===== src/hdl/aopms_pkg.sv =====
package aopms_pkg;

    // ------------------------------------------------------------
    // clock and timing
    // ------------------------------------------------------------
    localparam int CLK_PERIOD_NS = 40;
    // typical internal serial clock period per divider code, ns
    localparam int SCLK_PERIOD_NS [4] = '{40, 70, 140, 280};

    // half period in clock cycles, rounded down, never below one
    function automatic int half_cyc(input int period_ns);
        int c;
        c = period_ns / (2 * CLK_PERIOD_NS);
        return (c < 1) ? 1 : c;
    endfunction

    // ------------------------------------------------------------
    // register map (byte addresses)
    // ------------------------------------------------------------
    localparam logic [7:0] CTRL_OFS  = 8'h00;
    localparam logic [7:0] STAT_OFS  = 8'h04;
    localparam logic [7:0] SCFG_OFS  = 8'h08;
    localparam logic [3:0] CTRL_RST  = 4'h0;
    localparam logic [1:0] RESP_OKAY = 2'h0;
    localparam logic [1:0] RESP_SLVERR = 2'h2;

    // ------------------------------------------------------------
    // data path sizes
    // ------------------------------------------------------------
    localparam int         FIFO_DEPTH = 16;
    localparam int         WORD_W     = 32;
    localparam logic [4:0] FRAME_LAST = 5'h1F;
    localparam logic [1:0] DIV_FAST   = 2'h0;

    // ------------------------------------------------------------
    // carriers
    // ------------------------------------------------------------
    typedef struct packed {
        logic [15:0] chan_a;
        logic [15:0] chan_b;
    } aopms_result_type;

    typedef struct packed {
        logic power_mode;
        logic input_pair_select;
        logic byte_order_select;
        logic interface_select;
    } aopms_ctrl_type;

    // serial port inputs on shared data pins 7..2
    typedef struct packed {
        logic       read_mode_or_chain_input;
        logic       clock_invert;
        logic       sync_polarity_select;
        logic       clock_source_select;
        logic [1:0] serial_clock_divider;
    } aopms_sercfg_type;

    typedef enum logic [1:0] {
        SER_IDLE,
        SER_MASTER,
        SER_SLAVE
    } aopms_ser_state_type;

endpackage


===== src/hdl/aopms_fifo.sv =====
`timescale 1ns/1ps
module aopms_fifo #(
    parameter int WIDTH = 32,
    parameter int DEPTH = 16
) (
    input  wire logic             clk_i,
    input  wire logic             rst_n_i,
    input  wire logic [WIDTH-1:0] in_data_i,
    input  wire logic             in_valid_i,
    output logic                  in_ready_o,
    output logic      [WIDTH-1:0] out_data_o,
    output logic                  out_valid_o,
    input  wire logic             out_ready_i
);
    localparam int AW = $clog2(DEPTH);

    logic [WIDTH-1:0] mem_r [DEPTH];
    logic [AW-1:0]    wr_ptr_r;
    logic [AW-1:0]    rd_ptr_r;
    logic [AW:0]      cnt_r;
    logic [AW:0]      cnt_nxt;
    logic             push;
    logic             pop;

    // ------------------------------------------------------------
    // handshakes
    // ------------------------------------------------------------
    assign push       = in_valid_i && in_ready_o;
    assign pop        = out_valid_o && out_ready_i;
    assign out_data_o = mem_r[rd_ptr_r];

    always_comb begin
        cnt_nxt = cnt_r;
        if (push && !pop) begin
            cnt_nxt = cnt_r + 1'b1;
        end else if (pop && !push) begin
            cnt_nxt = cnt_r - 1'b1;
        end
    end

    // storage, no reset needed
    always_ff @(posedge clk_i) begin
        if (push) begin
            mem_r[wr_ptr_r] <= in_data_i;
        end
    end

    // pointers, level and registered flags
    always_ff @(posedge clk_i or negedge rst_n_i) begin
        if (!rst_n_i) begin
            wr_ptr_r    <= '0;
            rd_ptr_r    <= '0;
            cnt_r       <= '0;
            in_ready_o  <= 1'b1;
            out_valid_o <= 1'b0;
        end else begin
            if (push) begin
                wr_ptr_r <= wr_ptr_r + 1'b1;
            end
            if (pop) begin
                rd_ptr_r <= rd_ptr_r + 1'b1;
            end
            cnt_r       <= cnt_nxt;
            in_ready_o  <= (cnt_nxt != (AW+1)'(DEPTH));
            out_valid_o <= (cnt_nxt != '0);
        end
    end
endmodule


===== src/hdl/aopms_port.sv =====
`timescale 1ns/1ps
// Operation
// - input pair select chooses sampled pair
// - byte order swaps parallel high/low bytes
// - channel pin picks A high, B low
// - serial order: A first when pin high
// - power mode pin selects reduced power
// - interface select: low parallel, high serial
// - serial mode floats data bits 0,1
// - serial mode turns pins 7..2 into inputs
// - divider only in master read-after-conversion
// - clock source low master, high slave
// - sync polarity pin sets frame-sync level
// - divider codes give 80/80/80/240 ns clock
// - read mode: during or after conversion
// - 32-bit shift register, MSB first out
module aopms_port
    import aopms_pkg::*;
(
    input  wire logic             clk_i,
    input  wire logic             rst_n_i,
    input  wire logic [7:0]       s_axi_awaddr_i,
    input  wire logic             s_axi_awvalid_i,
    output logic                  s_axi_awready_o,
    input  wire logic [31:0]      s_axi_wdata_i,
    input  wire logic [3:0]       s_axi_wstrb_i,
    input  wire logic             s_axi_wvalid_i,
    output logic                  s_axi_wready_o,
    output logic [1:0]            s_axi_bresp_o,
    output logic                  s_axi_bvalid_o,
    input  wire logic             s_axi_bready_i,
    input  wire logic [7:0]       s_axi_araddr_i,
    input  wire logic             s_axi_arvalid_i,
    output logic                  s_axi_arready_o,
    output logic [31:0]           s_axi_rdata_o,
    output logic [1:0]            s_axi_rresp_o,
    output logic                  s_axi_rvalid_o,
    input  wire logic             s_axi_rready_i,
    input  wire aopms_result_type res_i,
    input  wire logic             res_valid_i,
    output logic                  res_ready_o,
    input  wire logic             conv_busy_i,
    output logic                  input_pair_select_o,
    output logic                  power_mode_o,
    input  wire logic             chan_select_i,
    input  wire logic             next_word_i,
    input  wire logic [15:0]      d_i,
    output logic [15:0]           d_o,
    output logic [15:0]           d_oe_o,
    input  wire logic             sclk_i,
    output logic                  sclk_o,
    output logic                  sclk_oe_o,
    output logic                  sync_o,
    output logic                  sync_oe_o
);
    aopms_ctrl_type      ctrl_r;
    aopms_sercfg_type    scfg;
    aopms_result_type    fifo_dout;
    aopms_result_type    par_word_r;
    aopms_ser_state_type ser_state_r;
    logic [8:0]          sync1_r;
    logic [8:0]          sync2_r;
    logic                nw_d_r;
    logic                sck_d_r;
    logic                chan_sel;
    logic                nw_rise;
    logic                sck_rise;
    logic                fifo_valid;
    logic                fifo_pop;
    logic                par_loaded_r;
    logic                ser_start;
    logic                master_tick;
    logic [1:0]          div_code;
    logic [1:0]          half_lim;
    logic [1:0]          half_cnt_r;
    logic                sclk_r;
    logic [4:0]          bit_cnt_r;
    logic [31:0]         shreg_r;
    logic [15:0]         par_sel;
    logic                aw_held_r;
    logic                w_held_r;
    logic [7:0]          awaddr_r;
    logic [31:0]         wdata_r;
    logic [3:0]          wstrb_r;
    logic [31:0]         rd_nxt;
    logic [2:0]          settle_r;

    // ------------------------------------------------------------
    // pin synchronisers
    // ------------------------------------------------------------
    // two flops for every pin level, edges taken after the second
    always_ff @(posedge clk_i or negedge rst_n_i) begin
        if (!rst_n_i) begin
            sync1_r <= '0;
            sync2_r <= '0;
            nw_d_r  <= 1'b0;
            sck_d_r <= 1'b0;
        end else begin
            sync1_r <= {d_i[7:2], chan_select_i, next_word_i, sclk_i};
            sync2_r <= sync1_r;
            nw_d_r  <= sync2_r[1];
            sck_d_r <= sync2_r[0];
        end
    end

    assign scfg     = sync2_r[8:3]; // pins 7..2 as serial inputs
    assign chan_sel = sync2_r[2];
    assign nw_rise  = sync2_r[1] && !nw_d_r;
    assign sck_rise = sync2_r[0] && !sck_d_r;

    // ------------------------------------------------------------
    // result buffer
    // ------------------------------------------------------------
    aopms_fifo #(
        .WIDTH (WORD_W),
        .DEPTH (FIFO_DEPTH)
    ) u_fifo (
        .clk_i       (clk_i),
        .rst_n_i     (rst_n_i),
        .in_data_i   (res_i),
        .in_valid_i  (res_valid_i),
        .in_ready_o  (res_ready_o),
        .out_data_o  (fifo_dout),
        .out_valid_o (fifo_valid),
        .out_ready_i (fifo_pop)
    );

    // serial frame may start once conversion allows it
    assign ser_start = ctrl_r.interface_select && fifo_valid && (ser_state_r == SER_IDLE)
                     && (&settle_r) // config pins read back before any frame
                     && (scfg.clock_source_select || scfg.read_mode_or_chain_input
                         || !conv_busy_i);
    assign fifo_pop  = ctrl_r.interface_select ? ser_start
                     : (fifo_valid && (!par_loaded_r || nw_rise));

    // serial config pins still show the old parallel data until released
    // and passed through both synchroniser flops
    always_ff @(posedge clk_i or negedge rst_n_i) begin
        if (!rst_n_i) begin
            settle_r <= '0;
        end else begin
            settle_r <= {settle_r[1:0], ctrl_r.interface_select};
        end
    end

    // ------------------------------------------------------------
    // parallel word holding
    // ------------------------------------------------------------
    always_ff @(posedge clk_i or negedge rst_n_i) begin
        if (!rst_n_i) begin
            par_word_r   <= '0;
            par_loaded_r <= 1'b0;
        end else if (!ctrl_r.interface_select && fifo_pop) begin
            par_word_r   <= fifo_dout;
            par_loaded_r <= 1'b1;
        end
    end

    // ------------------------------------------------------------
    // serial clock rate
    // ------------------------------------------------------------
    // divider honoured only in master read-after-conversion
    assign div_code = scfg.read_mode_or_chain_input ? DIV_FAST
                    : scfg.serial_clock_divider;
    always_comb begin
        unique case (div_code)
            2'h0:    half_lim = 2'(half_cyc(SCLK_PERIOD_NS[0]) - 1);
            2'h1:    half_lim = 2'(half_cyc(SCLK_PERIOD_NS[1]) - 1);
            2'h2:    half_lim = 2'(half_cyc(SCLK_PERIOD_NS[2]) - 1);
            default: half_lim = 2'(half_cyc(SCLK_PERIOD_NS[3]) - 1);
        endcase
    end
    assign master_tick = (half_cnt_r == half_lim);

    // ------------------------------------------------------------
    // serial frame engine
    // ------------------------------------------------------------
    always_ff @(posedge clk_i or negedge rst_n_i) begin
        if (!rst_n_i) begin
            ser_state_r <= SER_IDLE;
            half_cnt_r  <= '0;
            sclk_r      <= 1'b0;
            bit_cnt_r   <= '0;
            shreg_r     <= '0;
        end else if (!ctrl_r.interface_select) begin
            ser_state_r <= SER_IDLE; // parallel mode drops any frame
            sclk_r      <= 1'b0;
        end else begin
            unique case (ser_state_r)
                SER_IDLE: begin
                    half_cnt_r <= '0;
                    bit_cnt_r  <= '0;
                    sclk_r     <= 1'b0;
                    if (ser_start) begin
                        // channel order in the 32-bit frame
                        shreg_r     <= chan_sel ? {fifo_dout.chan_a, fifo_dout.chan_b}
                                                : {fifo_dout.chan_b, fifo_dout.chan_a};
                        ser_state_r <= scfg.clock_source_select ? SER_SLAVE
                                                                : SER_MASTER;
                    end
                end
                SER_MASTER: begin
                    half_cnt_r <= master_tick ? 2'h0 : half_cnt_r + 2'h1;
                    if (master_tick) begin
                        sclk_r <= !sclk_r;
                        if (sclk_r) begin
                            shreg_r   <= {shreg_r[30:0], 1'b0}; // msb first
                            bit_cnt_r <= bit_cnt_r + 5'h01;
                            if (bit_cnt_r == FRAME_LAST) begin
                                ser_state_r <= SER_IDLE;
                            end
                        end
                    end
                end
                SER_SLAVE: begin
                    if (sck_rise) begin
                        // chain input fills from the bottom
                        shreg_r   <= {shreg_r[30:0], scfg.read_mode_or_chain_input};
                        bit_cnt_r <= bit_cnt_r + 5'h01;
                        if (bit_cnt_r == FRAME_LAST) begin
                            ser_state_r <= SER_IDLE;
                        end
                    end
                end
                default: ser_state_r <= SER_IDLE;
            endcase
        end
    end

    // ------------------------------------------------------------
    // pin drivers, all registered
    // ------------------------------------------------------------
    assign par_sel = chan_sel ? par_word_r.chan_a : par_word_r.chan_b;

    always_ff @(posedge clk_i or negedge rst_n_i) begin
        if (!rst_n_i) begin
            d_o       <= '0;
            d_oe_o    <= '0;
            sclk_o    <= 1'b0;
            sclk_oe_o <= 1'b0;
            sync_o    <= 1'b0;
            sync_oe_o <= 1'b0;
        end else if (!ctrl_r.interface_select) begin
            // parallel port, byte order by control bit
            d_o       <= ctrl_r.byte_order_select ? {par_sel[7:0], par_sel[15:8]} : par_sel;
            d_oe_o    <= 16'hFFFF;
            sclk_oe_o <= 1'b0;
            sync_oe_o <= 1'b0;
        end else begin
            // of the data pins only the serial output pin 8 is driven
            d_o       <= {7'h00, shreg_r[31], 8'h00};
            d_oe_o    <= 16'h0100;
            sclk_o    <= sclk_r;
            sclk_oe_o <= !scfg.clock_source_select;
            sync_o    <= (ser_state_r == SER_MASTER) ^ scfg.sync_polarity_select;
            sync_oe_o <= !scfg.clock_source_select;
        end
    end

    // ------------------------------------------------------------
    // control outputs
    // ------------------------------------------------------------
    always_ff @(posedge clk_i or negedge rst_n_i) begin
        if (!rst_n_i) begin
            input_pair_select_o <= 1'b0;
            power_mode_o        <= 1'b0;
        end else begin
            input_pair_select_o <= ctrl_r.input_pair_select;
            power_mode_o        <= ctrl_r.power_mode;
        end
    end

    // ------------------------------------------------------------
    // register bus, write side
    // ------------------------------------------------------------
    always_ff @(posedge clk_i or negedge rst_n_i) begin
        if (!rst_n_i) begin
            aw_held_r       <= 1'b0;
            w_held_r        <= 1'b0;
            awaddr_r        <= '0;
            wdata_r         <= '0;
            wstrb_r         <= '0;
            s_axi_awready_o <= 1'b1;
            s_axi_wready_o  <= 1'b1;
            s_axi_bvalid_o  <= 1'b0;
            s_axi_bresp_o   <= RESP_OKAY;
            ctrl_r          <= CTRL_RST;
        end else begin
            if (s_axi_awvalid_i && s_axi_awready_o) begin
                aw_held_r       <= 1'b1;
                awaddr_r        <= s_axi_awaddr_i;
                s_axi_awready_o <= 1'b0;
            end
            if (s_axi_wvalid_i && s_axi_wready_o) begin
                w_held_r       <= 1'b1;
                wdata_r        <= s_axi_wdata_i;
                wstrb_r        <= s_axi_wstrb_i;
                s_axi_wready_o <= 1'b0;
            end
            if (aw_held_r && w_held_r && !s_axi_bvalid_o) begin
                aw_held_r      <= 1'b0;
                w_held_r       <= 1'b0;
                s_axi_bvalid_o <= 1'b1;
                s_axi_bresp_o  <= RESP_OKAY;
                if (awaddr_r[7:2] == CTRL_OFS[7:2]) begin
                    if (wstrb_r[0]) begin
                        ctrl_r <= wdata_r[3:0];
                    end
                end else if (awaddr_r[7:2] != STAT_OFS[7:2]
                             && awaddr_r[7:2] != SCFG_OFS[7:2]) begin
                    s_axi_bresp_o <= RESP_SLVERR;
                end
            end
            if (s_axi_bvalid_o && s_axi_bready_i) begin
                s_axi_bvalid_o  <= 1'b0;
                s_axi_awready_o <= 1'b1;
                s_axi_wready_o  <= 1'b1;
            end
        end
    end

    // ------------------------------------------------------------
    // register bus, read side
    // ------------------------------------------------------------
    always_comb begin
        rd_nxt = '0;
        if (s_axi_araddr_i[7:2] == CTRL_OFS[7:2]) begin
            rd_nxt[3:0] = ctrl_r;
        end else if (s_axi_araddr_i[7:2] == STAT_OFS[7:2]) begin
            rd_nxt[3:0] = {par_loaded_r, ser_state_r != SER_IDLE, res_ready_o, fifo_valid};
        end else if (s_axi_araddr_i[7:2] == SCFG_OFS[7:2]) begin
            rd_nxt[6:0] = {chan_sel, scfg};
        end
    end

    always_ff @(posedge clk_i or negedge rst_n_i) begin
        if (!rst_n_i) begin
            s_axi_arready_o <= 1'b1;
            s_axi_rvalid_o  <= 1'b0;
            s_axi_rdata_o   <= '0;
            s_axi_rresp_o   <= RESP_OKAY;
        end else if (s_axi_arvalid_i && s_axi_arready_o) begin
            s_axi_arready_o <= 1'b0;
            s_axi_rvalid_o  <= 1'b1;
            s_axi_rdata_o   <= rd_nxt;
            s_axi_rresp_o   <= (s_axi_araddr_i[7:2] > SCFG_OFS[7:2]) ? RESP_SLVERR : RESP_OKAY;
        end else if (s_axi_rvalid_o && s_axi_rready_i) begin
            s_axi_rvalid_o  <= 1'b0;
            s_axi_arready_o <= 1'b1;
        end
    end
endmodule


===== config.mk =====
export PLATFORM = sky130hd
export DESIGN_NAME = aopms_port
export DESIGN_NICKNAME = d
export VERILOG_FILES = /design/src/hdl/aopms_pkg.sv /design/src/hdl/aopms_fifo.sv /design/src/hdl/aopms_port.sv
export SDC_FILE = /design/constraint.sdc
export NUM_CORES = 1
export LEC_CHECK = 0
export ABC_AREA = 0
export ABC_CLOCK_PERIOD_IN_PS = 7300
export CAP_MARGIN = 20
export CORE_MARGIN = 2
export CORE_UTILIZATION = 60
export CTS_CLUSTER_DIAMETER = 150
export DETAILED_ROUTE_END_ITERATION = 7
export DONT_BUFFER_PORTS = 1
export GPL_ROUTABILITY_DRIVEN = 0
export PLACE_DENSITY = 0.76
export REMOVE_ABC_BUFFERS = 1
export SYNTH_ARGS = -nofsm -noshare
export SYNTH_HDL_FRONTEND = slang
export SYNTH_SLANG_ARGS = --single-unit

===== constraint.sdc =====
create_clock -name clk_i -period 7.3 [get_ports clk_i]
set_input_delay 0 -clock clk_i [delete_from_list [all_inputs] [get_ports clk_i]]
set_output_delay 0 -clock clk_i [all_outputs]
set_load 0.05 [all_outputs]

==> run summary <==
ROUTING
----------------------------------------------------------------------------------------
Count of TritonRoute iterations in the first routing pass                              5
ANT nets after route                                                                   0
Max layer used                                                                      met4
DR vias/cell                                                                       6.349
Average wire length per cell after detail routing                               25.39 um
Total wire length                                                               59880 um
Initial drt markers                                                                 1747
Wire length on met3                                                              4214 um
Routed vias                                                                        14970
WL met2                                                                         29960 um
DRT met1 WL                                                                     23970 um
DRC violations left                                                                    0

FLOORPLAN
----------------------------------------------------------------------------------------
Area inside the core boundary                                               0.04558 mm^2
Horizontal die dimension                                                        219.2 um
Number of top-level pins                                                             192
Initial cell density of the core                                                  60.96%
Die area                                                                    0.04805 mm^2
Die outline height                                                              219.2 um
Cell row count                                                                        78

GLOBAL ROUTING
----------------------------------------------------------------------------------------
Largest net degree at the start of global routing                                    168
Antenna violations before repair                                                       0
Number of global-route vias before repair                                          15460
First-pass GRT wire length                                                      92090 um
Grt total ovfl                                                                         0
Overall routing resource usage                                                    25.94%

CTS
----------------------------------------------------------------------------------------
Skew-Pair Late Insertion Delay                                                    600 ps
Clock-pin slew on the worst setup and hold paths                                   60 ps
Clk sink count                                                                       679
Clock tree from TritonCTS                                                            yes
Post-cts sizing count                                                                  0
Maximum root-to-sink buffer count                                                      3
CTS Buf Count                                                                         68
Clk Tree Root Cell                                                          sky130_fd_sc_hd__clkbuf_16
H-tree depth reported by CTS                                                           3
Post-CTS setup buffers                                                                 0

PLACED DESIGN
----------------------------------------------------------------------------------------
I/O Buffers                                                                            0
Total half-perimeter wirelength after legalization and detailed placement       34020 um
Placed cells                                                                        2157
Post-Place Cell Area                                                        0.02823 mm^2
Worst slack at placement                                                         3746 ps

SYNTHESIS
----------------------------------------------------------------------------------------
Part of the Yosys area used for sequential elements                               70.39%
Cell types with the largest area share after synthesis                      sky130_fd_sc_hd__edfxtp_1 55%, sky130_fd_sc_hd__dfrtp_1 15%, sky130_fd_sc_hd__mux4_2 11%
Post-Syn Area                                                               0.02779 mm^2
Share of flip-flops with an asynchronous set or reset                             24.59%
Combinational family with the most area after synthesis                     multiplexers
Post-synthesis mux area share                                                     15.13%
Leading register cell type out of synthesis                                 sky130_fd_sc_hd__edfxtp_1
Mean Syn Cell Area                                                            17.09 um^2
Simple logic cell fraction of the synthesized area                                5.273%
Post-Synth Adder-Cell Area                                                       0.6575%
Number of warnings reported in the yosys synthesis log                                 0
Flops & latches, synth                                                               679
Cell accounting for the most synthesized area                               sky130_fd_sc_hd__edfxtp_1
Post-synth EDFFs                                                                     512
Count of unique library cells instantiated by Yosys                                   52
Xor and xnor area share after synthesis                                          0.4098%
Fraction of synthesized cell area taken by the top area cell type                 55.33%
Synthesized instance count                                                          1626
Share of the synthesized area in compound gates (AO/OA/AOI/OAI)                   4.859%

LAYOUT
----------------------------------------------------------------------------------------
Non-filler instance count after layout                                              2358
Number of antenna diodes                                                               0
Nets                                                                                1830
Fill cells                                                                          2818
Synth-to-layout area growth                                                       12.62%
Share of the core filled with cells in the final layout                           68.66%
Fraction of layout cells with a size suffix above 1                               19.62%
Post-route design area                                                      0.03129 mm^2

WORST SETUP PATH
----------------------------------------------------------------------------------------
Worst path max stage delay                                                        850 ps
Nature of the critical path startpoint                                              flop
Category of the worst setup path capture point                                      flop
CP Data Required Time                                                            7820 ps
Startpoint-to-endpoint class of the critical path                           flop to flop
Maximum fanout along the worst path                                                   47
Critical path, cell by cell                                                 buf_4, mux4_2, mux2i_1, nand2_1, o21ai_1, a2111oi_1, o22a_1
Crit path max-delay cell type                                               sky130_fd_sc_hd__dfrtp_4
WP data arrival                                                                  4010 ps

TIMING
----------------------------------------------------------------------------------------
Least-Margin Pin Slew                                                            1094 ps
Total negative setup slack                                                          0 ps
Worst hold margin                                                               69.17 ps
Worst rel slew slack                                                              27.08%
Unrepaired setup endpoints after global routing                                    false
Worst setup skew after layout                                                   22.33 ps
Max-slew violation total from the final report                                         0
Worst Setup Slack, final                                                         3807 ps
Final setup violation count                                                            0
Final Hold Fails                                                                       0
Fmax                                                                           286.3 MHz
Share of the clock period used by the worst path                                  47.85%
Min Clock Period, post-route                                                     3493 ps

STATUS
----------------------------------------------------------------------------------------
Outcome                                                                     finished clean

POWER AND IR DROP
----------------------------------------------------------------------------------------
Power density relative to cell area                                         392.2 mW/mm^2
Worst-case vdd ir drop                                                       0.0003388 V
Post-route total power                                                          12.27 mW
Standby leakage power                                                           10.84 nW

MIN PATH
----------------------------------------------------------------------------------------
Worst Hold Class                                                            input port to flop

JOB
----------------------------------------------------------------------------------------
Maximum Capacitance Violations                                                         0

[synth_stat cells (2+ instances only)]
| cell | count |
|---|---|
| sky130_fd_sc_hd__edfxtp_1 | 512 |
| sky130_fd_sc_hd__nand2_1 | 172 |
| sky130_fd_sc_hd__dfrtp_1 | 163 |
| sky130_fd_sc_hd__mux4_2 | 131 |
| sky130_fd_sc_hd__nor2_1 | 85 |
| sky130_fd_sc_hd__o21ai_1 | 64 |
| sky130_fd_sc_hd__mux2_2 | 48 |
| sky130_fd_sc_hd__buf_4 | 44 |
| sky130_fd_sc_hd__clkbuf_1 | 44 |
| sky130_fd_sc_hd__a21oi_1 | 39 |
| sky130_fd_sc_hd__mux2i_1 | 37 |
| sky130_fd_sc_hd__o22a_1 | 30 |
| sky130_fd_sc_hd__a2111oi_1 | 27 |
| sky130_fd_sc_hd__buf_2 | 27 |
| sky130_fd_sc_hd__and2_1 | 20 |
| sky130_fd_sc_hd__o21ai_0 | 20 |
| sky130_fd_sc_hd__inv_1 | 14 |
| sky130_fd_sc_hd__ha_1 | 13 |
| sky130_fd_sc_hd__mux4_1 | 13 |
| sky130_fd_sc_hd__nand3_1 | 13 |
| sky130_fd_sc_hd__xnor2_1 | 12 |
| sky130_fd_sc_hd__nor2b_1 | 8 |
| sky130_fd_sc_hd__nand2b_1 | 7 |
| sky130_fd_sc_hd__buf_12 | 6 |
| sky130_fd_sc_hd__nand3b_1 | 6 |
| sky130_fd_sc_hd__nor3_1 | 6 |
| sky130_fd_sc_hd__a22o_1 | 5 |
| sky130_fd_sc_hd__a31oi_1 | 5 |
| sky130_fd_sc_hd__buf_1 | 5 |
| sky130_fd_sc_hd__nand4_1 | 5 |
| sky130_fd_sc_hd__buf_8 | 4 |
| sky130_fd_sc_hd__dfstp_2 | 4 |
| sky130_fd_sc_hd__or4_1 | 4 |
| sky130_fd_sc_hd__a2111oi_0 | 3 |
| sky130_fd_sc_hd__a22oi_1 | 3 |
| sky130_fd_sc_hd__and3_1 | 3 |
| sky130_fd_sc_hd__buf_6 | 2 |
| sky130_fd_sc_hd__conb_1 | 2 |
| sky130_fd_sc_hd__maj3_1 | 2 |
| sky130_fd_sc_hd__nand4b_1 | 2 |
| sky130_fd_sc_hd__nor3b_1 | 2 |
| sky130_fd_sc_hd__o21a_1 | 2 |
| sky130_fd_sc_hd__o22ai_1 | 2 |
| sky130_fd_sc_hd__or3_1 | 2 |
[path summary, 6_finish.rpt]
path	cells past startpoint	endpoint	slack [ps]	start
worst min register to register	0	sync2_r[4]	340	sync1_r[4]
worst min-delay path	3	s_axi_arready_o	70	s_axi_rready_i
worst max register to register	7	shreg_r[22]	3810	u_fifo.rd_ptr_r[0]
min in group asynchronous	2	d_o[14]	80	rst_n_i
max in group asynchronous	2	u_fifo.rd_ptr_r[2]	6530	rst_n_i
worst max-delay path	7	shreg_r[22]	3810	u_fifo.rd_ptr_r[0]
[kinds of logic (layout without fill, tap and decap cells)]
kind of cell,after synthesis,count (layout)
compound gates,205,205
xor+xnor,13,13
fa+ha+maj,15,15
buf+inv,146,252
flops,679,679
mux,229,229
other cells,2,28
simple gates,337,337
[cells in the final DEF (no fill, tap or decap), types with 35 or more instances in the layout]
master,instances
sky130_fd_sc_hd__a21oi_1,39
sky130_fd_sc_hd__buf_4,35
sky130_fd_sc_hd__clkbuf_16,72
sky130_fd_sc_hd__dfrtp_1,158
sky130_fd_sc_hd__dlygate4sd3_1,77
sky130_fd_sc_hd__edfxtp_1,512
sky130_fd_sc_hd__mux2_2,48
sky130_fd_sc_hd__mux2i_1,37
sky130_fd_sc_hd__mux4_2,131
sky130_fd_sc_hd__nand2_1,172
sky130_fd_sc_hd__nor2_1,72
sky130_fd_sc_hd__o21ai_1,63
[report_power, final]
| group | internal, mW | switching, mW | total [mW] |
|---|---|---|---|
| clock | 2.11 | 1.42 | 3.53 |
| sequential | 4.71 | 0.690 | 5.40 |
| combinational | 1.47 | 1.88 | 3.35 |
| total | 8.28 | 3.99 | 12.3 |
[final cells by class]
class	instances	area [um^2]	share of cell area, %
repair buffers	115	1104	3.527
well taps	600	750.7	2.399
clock buffers	89	1886	6.026
multi-input cells	827	7547	24.12
inverters	14	52.55	0.1679
clock inverters	34	376.6	1.204
flip-flops and latches	679	19580	62.56
[state kept, by name (all words and copies together) (netlist names), 2 cells and up]
signal           count
sync1_r              9
d_oe_o               2
wdata_r              4
ser_state_r          2
u_fifo.mem_r       512
u_fifo.rd_ptr_r      4
d_o                 16
settle_r             3
half_cnt_r           2
u_fifo.wr_ptr_r      4
shreg_r             32
ctrl_r               4
awaddr_r             6
bit_cnt_r            5
par_word_r          32
sync2_r              9
u_fifo.cnt_r         5
s_axi_rdata_o        7
[worst max-delay path, delay by kind of cell, from the launching register on]
kind            cells  cell delay (ps)
compound gates      3             1060
flops               1              850
buf+inv             1              830
mux                 2              500
simple gates        1              130
[repair_timing]
action | 4_1_cts | 5_1_grt
hold buffers | 78 | 0
endpoints found under the hold margin | 720 | 0
endpoints found under the setup margin | 0 | 0
[routing by layer]
metal,track usage (%),vias to the layer above
met1,35.14,7784
met3,5.073,135
met5,0,-
met4,8.086,0
li1,-,6390
met2,43.13,663
(Power assumes the default switching activity.)
